**src/core/pcs_consts.svh**
```systemverilog
`ifndef PCS_CONSTS_SVH
`define PCS_CONSTS_SVH
`define PCS_PC_W_DEF   9
`define PCS_JADDR_W    9
`define PCS_FA_W       5
`define PCS_FA_INDIRECT_DATA_PORT    5'h00
`define PCS_FA_PCL     5'h02
`define PCS_FA_PTR     5'h04
`define PCS_PTR_PAD    3'h7
`define PCS_PTR_RST    5'h00
`define PCS_AXI_AW     8
`define PCS_OFS_PTR    8'h00
`define PCS_OFS_PCL    8'h04
`define PCS_OFS_PC     8'h08
`define PCS_RESP_OKAY  2'h0
`define PCS_RESP_SLV   2'h2
`endif

```
**src/core/pcs_pkg.sv**
```systemverilog
package pcs_pkg;
   typedef enum logic [1:0] {
      OP_SEQ,
      OP_JUMP,
      OP_CALL,
      OP_RETURN_WITH_LITERAL
   } op_type;
   typedef enum logic {
      WR_COLLECT,
      WR_RESP
   } wr_state_type;
   typedef enum logic [1:0] {
      SRC_MEM,
      SRC_ZERO,
      SRC_LOCAL
   } rd_src_type;
endpackage : pcs_pkg

```
**src/core/stack_if.sv**
```systemverilog
`timescale 1ns/1ps
`default_nettype none
interface stack_if #(parameter int W = 9);
   logic         push;
   logic         pop;
   logic [W-1:0] push_data;
   logic [W-1:0] top;
   modport core (output push, output pop, output push_data, input top);
   modport stk  (input push, input pop, input push_data, output top);
endinterface : stack_if
`default_nettype wire

```
**src/core/return_stack.sv**
```systemverilog
`timescale 1ns/1ps
`default_nettype none
`include "pcs_consts.svh"
module return_stack #(
   parameter int W = `PCS_PC_W_DEF
) (
   input  wire logic clk_i,
   input  wire logic nrst_i,
   stack_if.stk      sp
);
   logic [W-1:0] level1;
   logic [W-1:0] level2;

   // entries are data, not control: left unreset
   always_ff @(posedge clk_i) begin
      if (sp.push) begin
         level2 <= level1;
         level1 <= sp.push_data;
      end else if (sp.pop) begin
         level1 <= level2;
      end
   end

   assign sp.top = level1;

   property p_pop_keeps;
      @(posedge clk_i) disable iff (!nrst_i)
         (sp.pop && !sp.push) |=> (level2 == $past(level2));
   endproperty
   a_pop_keeps: assert property (p_pop_keeps)
      else $error("level two changed on a pop");

   property p_two_newest;
      @(posedge clk_i) disable iff (!nrst_i)
         sp.push ##1 sp.push |=> (level2 == $past(sp.push_data, 2));
   endproperty
   a_two_newest: assert property (p_two_newest)
      else $error("older return address not kept in level two");
endmodule : return_stack
`default_nettype wire

```
**src/core/pc_flow_core.sv**
```systemverilog
// Function
// - counter steps by one on each OP_SEQ cycle with no low-byte write
// - jump loads all nine counter bits
// - pc_low_byte maps counter bits 7..0
// - call and low-byte writes clear bit 8
// - low-byte writes act as computed jumps
// - reset sets every counter bit
// - counter wraps from last word to zero
// - two-entry stack, width follows parameter
// - call shifts level1 down, pushes pc+1
// - only two newest returns are kept
// - return loads pc from level1, shifts up
// - underflow repeats the level2 value
// - return loads literal into working register
// - no overflow or underflow flag exists
// - indirect port redirects through the pointer
// - self-addressed indirect read returns zero
// - self-addressed indirect write stores nothing
// - pointer holds five address bits
// - pointer upper three bits read ones
`timescale 1ns/1ps
`default_nettype none
`include "pcs_consts.svh"
module pc_flow_core
   import pcs_pkg::*;
#(
   parameter int PC_W = `PCS_PC_W_DEF
) (
   input  wire logic                   CLK_I,
   input  wire logic                   NRST_I,
   input  wire pcs_pkg::op_type        OP_I,
   input  wire logic [`PCS_JADDR_W-1:0] ADDR_I,
   input  wire logic [7:0]             LIT_I,
   input  wire logic [`PCS_FA_W-1:0]   FILE_ADDR_I,
   input  wire logic                   FILE_RE_I,
   input  wire logic                   FILE_WE_I,
   input  wire logic [7:0]             FILE_WDATA_I,
   input  wire logic [7:0]             MEM_RDATA_I,
   output var  logic [PC_W-1:0]        PC_O,
   output var  logic                   W_LOAD_O,
   output var  logic [7:0]             W_DATA_O,
   output var  logic [`PCS_FA_W-1:0]   MEM_ADDR_O,
   output var  logic                   MEM_RE_O,
   output var  logic                   MEM_WE_O,
   output var  logic [7:0]             MEM_WDATA_O,
   output var  logic                   FILE_RVALID_O,
   output var  logic [7:0]             FILE_RDATA_O,
   input  wire logic [`PCS_AXI_AW-1:0] AWADDR_I,
   input  wire logic                   AWVALID_I,
   output var  logic                   AWREADY_O,
   input  wire logic [31:0]            WDATA_I,
   input  wire logic [3:0]             WSTRB_I,
   input  wire logic                   WVALID_I,
   output var  logic                   WREADY_O,
   output var  logic [1:0]             BRESP_O,
   output var  logic                   BVALID_O,
   input  wire logic                   BREADY_I,
   input  wire logic [`PCS_AXI_AW-1:0] ARADDR_I,
   input  wire logic                   ARVALID_I,
   output var  logic                   ARREADY_O,
   output var  logic [31:0]            RDATA_O,
   output var  logic [1:0]             RRESP_O,
   output var  logic                   RVALID_O,
   input  wire logic                   RREADY_I
);
   import pcs_pkg::*;

   generate
      if (PC_W != 8 && PC_W != 9) begin : g_bad_width
         $error("PC_W must be 8 or 9");
      end
   endgenerate
   // program counter and its candidate next values
   logic [PC_W-1:0]      pc_inc;
   logic [PC_W-1:0]      jump_tgt;
   logic [PC_W-1:0]      call_tgt;
   logic [PC_W-1:0]      pcl_tgt;
   logic [`PCS_FA_W-1:0] ptr;
   logic [`PCS_FA_W-1:0] eff;
   logic                 eff_self;
   logic                 eff_mem;
   logic                 pcl_wr;
   logic                 ptr_wr;
   logic                 axi_ptr_wr;
   rd_src_type           rd_src;
   logic                 rd_pend;
   logic [7:0]           rd_local;
   stack_if #(.W(PC_W)) stk_bus ();
   return_stack #(.W(PC_W)) u_stack (
      .clk_i  (CLK_I),
      .nrst_i (NRST_I),
      .sp     (stk_bus.stk)
   );

   assign pc_inc   = PC_O + 1'b1;
   assign jump_tgt = ADDR_I[PC_W-1:0];
   // zero extension leaves bit 8 clear, so calls land in the first 256
   assign call_tgt = PC_W'(LIT_I);
   assign pcl_tgt  = PC_W'(FILE_WDATA_I);
   // effective file address after indirect redirection
   assign eff      = (FILE_ADDR_I == `PCS_FA_INDIRECT_DATA_PORT) ? ptr : FILE_ADDR_I;
   assign eff_self = (eff == `PCS_FA_INDIRECT_DATA_PORT);
   assign eff_mem  = !eff_self && (eff != `PCS_FA_PCL)
                     && (eff != `PCS_FA_PTR);
   // a branch in the same cycle outranks a low-byte write
   assign pcl_wr   = FILE_WE_I && (eff == `PCS_FA_PCL)
                     && (OP_I == OP_SEQ);
   assign ptr_wr   = FILE_WE_I && (eff == `PCS_FA_PTR);
   assign stk_bus.push      = (OP_I == OP_CALL);
   assign stk_bus.push_data = pc_inc;
   assign stk_bus.pop       = (OP_I == OP_RETURN_WITH_LITERAL);
   // no overflow or underflow detection anywhere
   always_ff @(posedge CLK_I or negedge NRST_I) begin
      if (!NRST_I) begin
         PC_O <= '1;
      end else begin
         case (OP_I)
            OP_JUMP:  PC_O <= jump_tgt;
            OP_CALL:  PC_O <= call_tgt;
            OP_RETURN_WITH_LITERAL: PC_O <= stk_bus.top;
            default:  PC_O <= pcl_wr ? pcl_tgt : pc_inc;
         endcase
      end
   end

   always_ff @(posedge CLK_I or negedge NRST_I) begin
      if (!NRST_I) begin
         W_LOAD_O <= 1'b0;
         W_DATA_O <= 8'h00;
      end else begin
         W_LOAD_O <= (OP_I == OP_RETURN_WITH_LITERAL);
         if (OP_I == OP_RETURN_WITH_LITERAL) begin
            W_DATA_O <= LIT_I;
         end
      end
   end

   // pointer: the file port wins over a bus write in the same cycle
   always_ff @(posedge CLK_I or negedge NRST_I) begin
      if (!NRST_I) begin
         ptr <= `PCS_PTR_RST;
      end else if (ptr_wr) begin
         ptr <= FILE_WDATA_I[`PCS_FA_W-1:0];
      end else if (axi_ptr_wr) begin
         ptr <= w_data;
      end
   end

   // data memory side, one cycle behind the file request
   always_ff @(posedge CLK_I or negedge NRST_I) begin
      if (!NRST_I) begin
         MEM_ADDR_O  <= `PCS_FA_INDIRECT_DATA_PORT;
         MEM_RE_O    <= 1'b0;
         MEM_WE_O    <= 1'b0;
         MEM_WDATA_O <= 8'h00;
      end else begin
         MEM_ADDR_O  <= eff;
         MEM_RE_O    <= FILE_RE_I && eff_mem;
         MEM_WE_O    <= FILE_WE_I && eff_mem;
         MEM_WDATA_O <= FILE_WDATA_I;
      end
   end

   // read source is fixed when the request is taken
   always_ff @(posedge CLK_I or negedge NRST_I) begin
      if (!NRST_I) begin
         rd_pend  <= 1'b0;
         rd_src   <= SRC_ZERO;
         rd_local <= 8'h00;
      end else begin
         rd_pend <= FILE_RE_I;
         if (eff_self) begin
            rd_src <= SRC_ZERO;
         end else if (eff_mem) begin
            rd_src <= SRC_MEM;
         end else begin
            rd_src <= SRC_LOCAL;
         end
         rd_local <= (eff == `PCS_FA_PCL) ? PC_O[7:0]
                     : {`PCS_PTR_PAD, ptr};
      end
   end

   always_ff @(posedge CLK_I or negedge NRST_I) begin
      if (!NRST_I) begin
         FILE_RVALID_O <= 1'b0;
         FILE_RDATA_O  <= 8'h00;
      end else begin
         FILE_RVALID_O <= rd_pend;
         case (rd_src)
            SRC_MEM:   FILE_RDATA_O <= MEM_RDATA_I;
            SRC_LOCAL: FILE_RDATA_O <= rd_local;
            default:   FILE_RDATA_O <= 8'h00;
         endcase
      end
   end

   // register bus slave: address and data may arrive in either order
   wr_state_type               wr_state;
   logic                       aw_full;
   logic                       w_full;
   logic [`PCS_AXI_AW-1:0]     aw_addr;
   logic [`PCS_FA_W-1:0]       w_data;
   logic                       w_lane0;
   logic                       wr_go;

   assign wr_go      = (wr_state == WR_COLLECT) && aw_full && w_full;
   assign axi_ptr_wr = wr_go && (aw_addr == `PCS_OFS_PTR) && w_lane0;
   always_ff @(posedge CLK_I or negedge NRST_I) begin
      if (!NRST_I) begin
         aw_full   <= 1'b0;
         AWREADY_O <= 1'b1;
         aw_addr   <= `PCS_OFS_PTR;
      end else if (AWVALID_I && AWREADY_O) begin
         aw_full   <= 1'b1;
         AWREADY_O <= 1'b0;
         aw_addr   <= AWADDR_I;
      end else if (BVALID_O && BREADY_I) begin
         aw_full   <= 1'b0;
         AWREADY_O <= 1'b1;
      end
   end

   always_ff @(posedge CLK_I or negedge NRST_I) begin
      if (!NRST_I) begin
         w_full   <= 1'b0;
         WREADY_O <= 1'b1;
         w_data   <= '0;
         w_lane0  <= 1'b0;
      end else if (WVALID_I && WREADY_O) begin
         w_full   <= 1'b1;
         WREADY_O <= 1'b0;
         w_data   <= WDATA_I[`PCS_FA_W-1:0]; // held: bus may move on
         w_lane0  <= WSTRB_I[0];
      end else if (BVALID_O && BREADY_I) begin
         w_full   <= 1'b0;
         WREADY_O <= 1'b1;
      end
   end

   always_ff @(posedge CLK_I or negedge NRST_I) begin
      if (!NRST_I) begin
         wr_state <= WR_COLLECT;
         BVALID_O <= 1'b0;
         BRESP_O  <= `PCS_RESP_OKAY;
      end else begin
         case (wr_state)
            WR_COLLECT: begin
               if (aw_full && w_full) begin
                  BVALID_O <= 1'b1;
                  BRESP_O  <= (aw_addr == `PCS_OFS_PTR) ?
                              `PCS_RESP_OKAY : `PCS_RESP_SLV;
                  wr_state <= WR_RESP;
               end
            end
            WR_RESP: begin
               if (BREADY_I) begin
                  BVALID_O <= 1'b0;
                  wr_state <= WR_COLLECT;
               end
            end
            default: wr_state <= WR_COLLECT;
         endcase
      end
   end

   always_ff @(posedge CLK_I or negedge NRST_I) begin
      if (!NRST_I) begin
         ARREADY_O <= 1'b1;
         RVALID_O  <= 1'b0;
         RDATA_O   <= 32'h0000_0000;
         RRESP_O   <= `PCS_RESP_OKAY;
      end else if (ARVALID_I && ARREADY_O) begin
         ARREADY_O <= 1'b0;
         RVALID_O  <= 1'b1;
         RRESP_O   <= `PCS_RESP_OKAY;
         case (ARADDR_I)
            `PCS_OFS_PTR: RDATA_O <= 32'({`PCS_PTR_PAD, ptr});
            `PCS_OFS_PCL: RDATA_O <= 32'(PC_O[7:0]);
            `PCS_OFS_PC:  RDATA_O <= 32'(PC_O);
            default: begin
               RDATA_O <= 32'h0000_0000;
               RRESP_O <= `PCS_RESP_SLV;
            end
         endcase
      end else if (RVALID_O && RREADY_I) begin
         RVALID_O  <= 1'b0;
         ARREADY_O <= 1'b1;
      end
   end
   // checks
   property p_pc_step;
      @(posedge CLK_I) disable iff (!NRST_I)
         (NRST_I && OP_I == OP_SEQ && !pcl_wr) |=> (PC_O == $past(pc_inc));
   endproperty
   a_pc_step: assert property (p_pc_step)
      else $error("counter did not step by one");
   property p_jump;
      @(posedge CLK_I) disable iff (!NRST_I)
         (OP_I == OP_JUMP) |=> (PC_O == $past(jump_tgt));
   endproperty
   a_jump: assert property (p_jump)
      else $error("jump target not loaded");
   property p_call_low;
      @(posedge CLK_I) disable iff (!NRST_I)
         (OP_I == OP_CALL) |=> (PC_O == PC_W'($past(LIT_I)));
   endproperty
   a_call_low: assert property (p_call_low)
      else $error("call target wrong or bit 8 not clear");
   property p_pcl_jump;
      @(posedge CLK_I) disable iff (!NRST_I)
         pcl_wr |=> (PC_O == PC_W'($past(FILE_WDATA_I)));
   endproperty
   a_pcl_jump: assert property (p_pcl_jump)
      else $error("low byte write did not jump");
   property p_wrap;
      @(posedge CLK_I) disable iff (!NRST_I)
         (NRST_I && PC_O == {PC_W{1'b1}} && OP_I == OP_SEQ && !pcl_wr)
            |=> (PC_O == '0);
   endproperty
   a_wrap: assert property (p_wrap)
      else $error("counter did not wrap to zero");
   property p_call_ret;
      @(posedge CLK_I) disable iff (!NRST_I)
         (OP_I == OP_CALL) ##1 (OP_I == OP_RETURN_WITH_LITERAL)
            |=> (PC_O == $past(pc_inc, 2));
   endproperty
   a_call_ret: assert property (p_call_ret)
      else $error("return did not reach call plus one");
   property p_ret_w;
      @(posedge CLK_I) disable iff (!NRST_I)
         (OP_I == OP_RETURN_WITH_LITERAL) |=> (W_LOAD_O && W_DATA_O == $past(LIT_I));
   endproperty
   a_ret_w: assert property (p_ret_w)
      else $error("literal not loaded on return");
   property p_self_rd;
      @(posedge CLK_I) disable iff (!NRST_I)
         (FILE_RE_I && eff_self)
            |-> ##2 (FILE_RVALID_O && FILE_RDATA_O == 8'h00);
   endproperty
   a_self_rd: assert property (p_self_rd)
      else $error("self indirect read not zero");
   property p_self_wr;
      @(posedge CLK_I) disable iff (!NRST_I)
         (FILE_WE_I && eff_self) |=> !MEM_WE_O;
   endproperty
   a_self_wr: assert property (p_self_wr)
      else $error("self indirect write reached memory");
   property p_redirect;
      @(posedge CLK_I) disable iff (!NRST_I)
         (FILE_WE_I && FILE_ADDR_I == `PCS_FA_INDIRECT_DATA_PORT && eff_mem)
            |=> (MEM_WE_O && MEM_ADDR_O == $past(ptr));
   endproperty
   a_redirect: assert property (p_redirect)
      else $error("indirect write not sent to pointer address");
   property p_ptr_pad;
      @(posedge CLK_I) disable iff (!NRST_I)
         (ARVALID_I && ARREADY_O && ARADDR_I == `PCS_OFS_PTR)
            |=> (RVALID_O && RDATA_O[7:5] == `PCS_PTR_PAD);
   endproperty
   a_ptr_pad: assert property (p_ptr_pad)
      else $error("pointer upper bits not ones");
endmodule : pc_flow_core
`default_nettype wire

```
**config.mk**
```make
export PLATFORM = sky130hd
export DESIGN_NAME = pc_flow_core
export DESIGN_NICKNAME = d
export VERILOG_FILES = /design/src/core/pcs_pkg.sv /design/src/core/stack_if.sv /design/src/core/return_stack.sv /design/src/core/pc_flow_core.sv
export VERILOG_INCLUDE_DIRS = /design/src /design/src/core
export SDC_FILE = /design/constraint.sdc
export NUM_CORES = 1
export LEC_CHECK = 0
export ABC_AREA = 0
export BUFFER_PORTS_ARGS = -buffer_cell sky130_fd_sc_hd__clkbuf_2
export CAP_MARGIN = 10
export CORE_MARGIN = 1
export CORE_UTILIZATION = 49
export DETAILED_ROUTE_END_ITERATION = 8
export GPL_ROUTABILITY_DRIVEN = 0
export GPL_TIMING_DRIVEN = 0
export MAX_ROUTING_LAYER = met4
export PLACE_DENSITY_LB_ADDON = 0.3
export SETUP_SLACK_MARGIN = 0.4
export SYNTH_ARGS = -nofsm -noshare
export SYNTH_HDL_FRONTEND = slang
export SYNTH_SLANG_ARGS = --single-unit
```
**constraint.sdc**
```tcl
create_clock -name CLK_I -period 2.2 [get_ports CLK_I]
set_input_delay 0.22 -clock CLK_I [delete_from_list [all_inputs] [get_ports CLK_I]]
set_output_delay 0.22 -clock CLK_I [all_outputs]
set_load 0.05 [all_outputs]
```
==> flow_summary.toml, run 1 <==
[setup_path]
cp-endpoint = "PC_O[1]$_DFF_PN1_"
reg2reg_depth = 6
crit_path_start_kind = "flop"
r2r_start = "ptr[4]$_DFFE_PN0P_"
crit_fanout = 5
startpoint = "ptr[4]$_DFFE_PN0P_"
cp_data_arrival_time_ns = 2.16
r2r_setup_slack_ns = 0.31
regToRegEndpoint = "PC_O[1]$_DFF_PN1_"
end_kind = "flop"
required_ns = 2.48
crit_type = "reg -> reg"

[synth]
ys_seq_area_share_pct = 59.8
ys_ff_latch = 109
synth_adder_area_share_pct = 0.897
synth_top_family_by_area = "multiplexers"
synth_edf_count = 18
syn-instance-count = 385
synthMuxAreaShare_pct = 15.3
avgSynthCellArea_um2 = 12.3
yosys_warnings = 0
synthArstFlopShare_pct = 83.5
yosys.area_share.xor_xnor_pct = 1.66
ys.flop_type = "dfrtp_1"
synth_cell_types = 41
synthSimpleGateAreaFrac_pct = 9.39
synth_area_um2 = 4740
synth_compound_area_share_pct = 6.46

[timing]
grt_setup_unrepaired = "yes"
period_minus_slack_ns = 1.89
fin_skew_ns = 0.0121
tightest_slew_ns = 0.667
period_share_pct = 85.7
setup_viol = 0
final_max_slew_viol_count = 0
fmax_mhz = 530
hold_viol = 0
relSlewSlack_pct = 55.3
fin_ws_ns = 0.314

[floorplanning]
core_um2 = 9330
die_h_um = 100
ios = 184
dieWidth_um = 100
start_util_pct = 50.8
dieArea_um2 = 10100
core.rowCount = 35

[drt]
dr.pass1.iters = 4
num_vias = 3412
drt_iter0_drc = 99
avgViaCountPerCell = 4.88
routedWlPerCell_um = 14.4
ant_nets = 0
wl_um = 10100
drc_errors = 0

[clock_network]
cts_max_level = 3
cts.sinks = 109
clock_path_buffers = 2
cts-root-buf = "clkbuf_8"
cts_tree = "built"
path_clk_slew_ns = 0.10
clk_latency_ns = 0.36
numCtsBuffers = 9

[global_routing]
grt_pass1_wl_um = 15900
grtUsageTotal_pct = 21.5
grt_use_met2_pct = 35.2
use_met1_pct = 27.1
busiest_layer = "met2"
grt_util_met3_pct = 4.67
grt_max_degree = 65
antenna_found_initial = 0
overflow = 0
grt_pass1_vias = 3289

[run]
maxCapViolations = 0

[power_and_ir_drop]
p_per_area_nw_per_um2 = 868
ir_worst_vdd_mv = 0.438
power.leakage_uw = 0.00286

[placed_design]
numPortBuffers = 128
dp_slack_ns = 0.125
place_hpwl_um = 7540

[hold_path]
min_from = "FILE_WDATA_I[3]"
hp-class = "in -> reg"

[outcome]
status = "finished clean"

[finish]
drive_gt1_share_pct = 44.6
num_antenna_cells = 0
fin_nets = 667
finish.utilization_pct = 64.9
area_delta_synth_final_pct = 27.8
## worst min path at each step
stage                               endpoint  slack (ns)  cells after the start
global placement     FILE_RVALID_O$_DFF_PN0_        0.33                      0
finish              MEM_WDATA_O[3]$_DFF_PN0_        0.03                      1
detailed placement    RDATA_O[5]$_DFFE_PN0P_        0.22                      1
CTS                 MEM_WDATA_O[4]$_DFF_PN0_        0.01                      1
global route        MEM_WDATA_O[4]$_DFF_PN0_       0.002                      1
floorplan             BRESP_O[1]$_DFFE_PN0P_       -0.08                      0
## cells by family (layout without fill, tap and decap cells)
group	after synthesis	count (layout)
xor gates and xnor gates	9	9
buffers and inverters	54	215
and+or+nand+nor	97	97
adders and majority gates	4	4
muxes	64	64
DFF	109	109
AOI/OAI and AO/OA	47	47
other	1	25
## synth_stat cells (7+ instances only)
library cell	n	area share, %
dfrtp_1	78	41
dfstp_2	13	7.2
a22oi_1	7	1.1
nor2_1	25	2.0
mux2_2	42	10
edfxtp_1	18	11
buf_4	25	4.0
inv_1	12	0.95
nand2_1	40	3.2
mux2i_1	19	4.0
a21oi_1	7	0.74
clkbuf_1	12	0.95
nand3_1	7	0.74
o21ai_0	16	1.7
## where the power goes
part	internal (uW)	total, uW	switching [uW]
logic	514	1410	894
clock network	532	1200	671
registers	2420	2650	231
## cells in the final DEF (no fill, tap or decap), types with 4 or more instances in the layout
master         netlist  routed
clkbuf_2             0     127
dfrtp_1             78      76
mux2_2              42      42
nand2_1             40      40
buf_4               25      32
conb_1               1      25
nor2_1              25      23
mux2i_1             19      19
edfxtp_1            18      18
o21ai_0             16      16
dfstp_2             13      13
inv_1               12      12
clkbuf_1            12      11
clkbuf_8             0      10
dlygate4sd3_1        0       9
nand3_1              7       7
a22oi_1              7       7
a21oi_1              7       7
nand4_1              6       6
nor2b_1              5       5
xor2_1               4       4
o311ai_1             0       4
xnor2_1              5       4
## per-layer routing
metal  routed length [um]  part of all wire (%)
met1                 4310                    43
met2                 5110                    51
met3                  501                   5.0
met4                  139                   1.4
met5                    0                     0
## flip-flops by register name, summed over array words and instances (netlist names), 5 cells and up
register and count:
u_stack.level2 9, W_DATA_O 8, u_stack.sp.top 9, w_data 5, MEM_WDATA_O 8, ptr 5, MEM_ADDR_O 5, aw_addr 8
RDATA_O 9, PC_O 9, rd_local 8, FILE_RDATA_O 8
## metrics by stage
| step | std cells | power (uW) | TNS (ns) | hold WS [ns] | cell area (um2) |
|---|---|---|---|---|---|
| 2_1_floorplan | 409 | 3640 | 0 | -0.0756 | 4860 |
| 3_3_place_gp | 666 | 3970 | -3.51 | 0.334 | 5660 |
| 3_5_place_dp | 667 | 4030 | 0 | 0.217 | 5690 |
| 4_1_cts | 696 | 5260 | 0 | 0.0138 | 6010 |
| 5_1_grt | 699 | 5520 | 0 | 0.00186 | 6060 |
| 6_report | 699 | 5260 | 0 | 0.0259 | 6060 |
## layout make-up
cell class | instances | area, um2
inverters | 12 | 45.0
clock buffers | 9 | 124
repair buffers | 145 | 813
plain buffers | 42 | 279
multi-input cells | 246 | 1730
flip-flops and latches | 109 | 2840
clock inverters | 7 | 72.6
fillers | 781 | 3270
well taps | 129 | 161
## critical path, stage by stage, from the launching register on
cell and delay [ns]:
dfrtp_2 0.42, nor2_2 0.11, o31ai_2 0.08, and4bb_1 0.32, buf_6 0.13, mux2_4 0.29, mux4_2 0.45
## what timing repair did
action,CTS,global route
setup buffers,4,3
endpoints found under the hold margin,27,0
gates resized for setup,4,7
cloned,0,0
hold buffers,9,0
pin swaps,3,1
endpoints found under the setup margin,10,21
(Power assumes the default switching activity.)
==> run 2, diff against run 1 <==
--- a/config.mk
+++ b/config.mk
@@ -16,7 +16,6 @@
 export GPL_TIMING_DRIVEN = 0
 export MAX_ROUTING_LAYER = met4
 export PLACE_DENSITY_LB_ADDON = 0.3
-export SETUP_SLACK_MARGIN = 0.4
 export SYNTH_ARGS = -nofsm -noshare
 export SYNTH_HDL_FRONTEND = slang
 export SYNTH_SLANG_ARGS = --single-unit
==> flow_summary.toml, run 2 (synthesis results as in run 1) <==
[outcome]
status = "finished clean"

[setup_path]
r2r_start = "ptr[0]$_DFFE_PN0P_"
crit_path_start_kind = "flop"
crit_fanout = 6
end_kind = "flop"
cp_data_arrival_time_ns = 2.33
startpoint = "ptr[0]$_DFFE_PN0P_"
required_ns = 2.47
crit_type = "reg -> reg"

[timing]
tightest_slew_ns = 0.654
fin_skew_ns = 0.0121
setup_viol = 0
final_max_slew_viol_count = 0
relSlewSlack_pct = 56.2
period_minus_slack_ns = 2.06
whs_ns = 0.0119
fmax_mhz = 484
period_share_pct = 93.8
grt_setup_unrepaired = "no"
hold_viol = 0

[clock_network]
cts_setup_buffers = 0
cts_tree = "built"
clock_path_buffers = 2
path_clk_slew_ns = 0.10
numCtsBuffers = 9
cts_hold_buf = 6
cts_max_level = 3
cts-root-buf = "clkbuf_8"
cts_resized = 0
clk_latency_ns = 0.36
cts.sinks = 109

[finish]
layout_common_cells = "clkbuf_2 (127), dfrtp_1 (78), mux2_2 (42), nand2_1 (40)"
design_area_um2 = 5920
drive_gt1_share_pct = 42.1
area_delta_synth_final_pct = 24.9
num_antenna_cells = 0
mostFrequentLayoutCell = "clkbuf_2"
nFillCells = 766
fin_nets = 657

[placed_design]
dpl_cell_area_um2 = 5660
place_hpwl_um = 7610
numPortBuffers = 128

[floorplanning]
dieArea_um2 = 10100
core_um2 = 9330
start_util_pct = 50.8
core.rowCount = 35
ios = 184
die_h_um = 100
dieWidth_um = 100

[drt]
dr.pass1.iters = 4
routedWlPerCell_um = 14.2
drt_iter0_drc = 115
num_vias = 3380
wl_um = 9790
avgViaCountPerCell = 4.91
ant_nets = 0
drc_errors = 0

[power_and_ir_drop]
p_per_area_nw_per_um2 = 876
ir_worst_vdd_mv = 0.395
power.leakage_uw = 0.00279

[hold_path]
min_from = "FILE_WDATA_I[1]"
hp-class = "in -> reg"

[global_routing]
grtUsageTotal_pct = 20.7
grt_pass1_wl_um = 15500
antenna_found_initial = 0
grt_max_degree = 64
overflow = 0
grt_pass1_vias = 3209

[run]
maxCapViolations = 0
-- run 2: changes by cell type in the layout (fill, tap and decap cells not counted), moves of 3 or more --
cell	previous run	this run
buf_4	32	25
o311ai_0	2	6
o311ai_1	4	0
dlygate4sd3_1	9	6
nor4_1	1	4
nor4_2	3	0
-- run 2: final timing paths --
check	end	cells past startpoint	slack, ns
max	PC_O[1]$_DFF_PN1_	6	0.14
min	MEM_WDATA_O[1]$_DFF_PN0_	1	0.01
max reg2reg	PC_O[1]$_DFF_PN1_	6	0.14
min reg2reg	FILE_RVALID_O$_DFF_PN0_	0	0.37
max in group asynchronous	PC_O[1]$_DFF_PN1_	3	1.14
min in group asynchronous	MEM_WDATA_O[6]$_DFF_PN0_	2	0.37
-- run 2: layout make-up --
class | instances | area [um2] | share of cell area (%)
Buffer | 42 | 263 | 4.44
Sequential cell | 109 | 2830 | 47.9
Inverter | 12 | 45.0 | 0.761
Tap cell | 129 | 161 | 2.73
Clock buffer | 10 | 128 | 2.16
Multi-Input combinational cell | 246 | 1690 | 28.5
Clock inverter | 6 | 70.1 | 1.18
Timing Repair Buffer | 135 | 731 | 12.3
-- run 2: layer usage --
layer,track usage [%],share of wire (%)
met1,27.3,44
met2,33.4,50
met3,2.37,4.6
met4,7.13,1.3
met5,-,0
-- run 2: worst max-delay path, cell delays in order (launching register included) --
cell,delay [ns]
dfrtp_1,0.49
nor2_1,0.10
o31ai_2,0.25
and4bb_1,0.25
buf_6,0.14
mux2_4,0.29
mux4_2,0.45
-- run 2: where the power goes --
| part | switching, uW | internal, uW |
|---|---|---|
| sequential | 227 | 2410 |
| combinational | 862 | 480 |
| clock | 668 | 538 |
| total | 1760 | 3430 |
-- run 2: metrics by stage --
step,util (%),total power [uW],std cells,TNS (ns),setup WS (ns)
after global routing,63.5,5430,689,0,0.0685
after global placement,60.4,3970,666,-5.42,-0.0772
after detailed placement,60.7,4020,667,0,0.0311
after floorplan,-,3630,409,0,0.315
final,63.5,5190,689,0,0.136
after CTS,63.5,5230,689,0,0.152
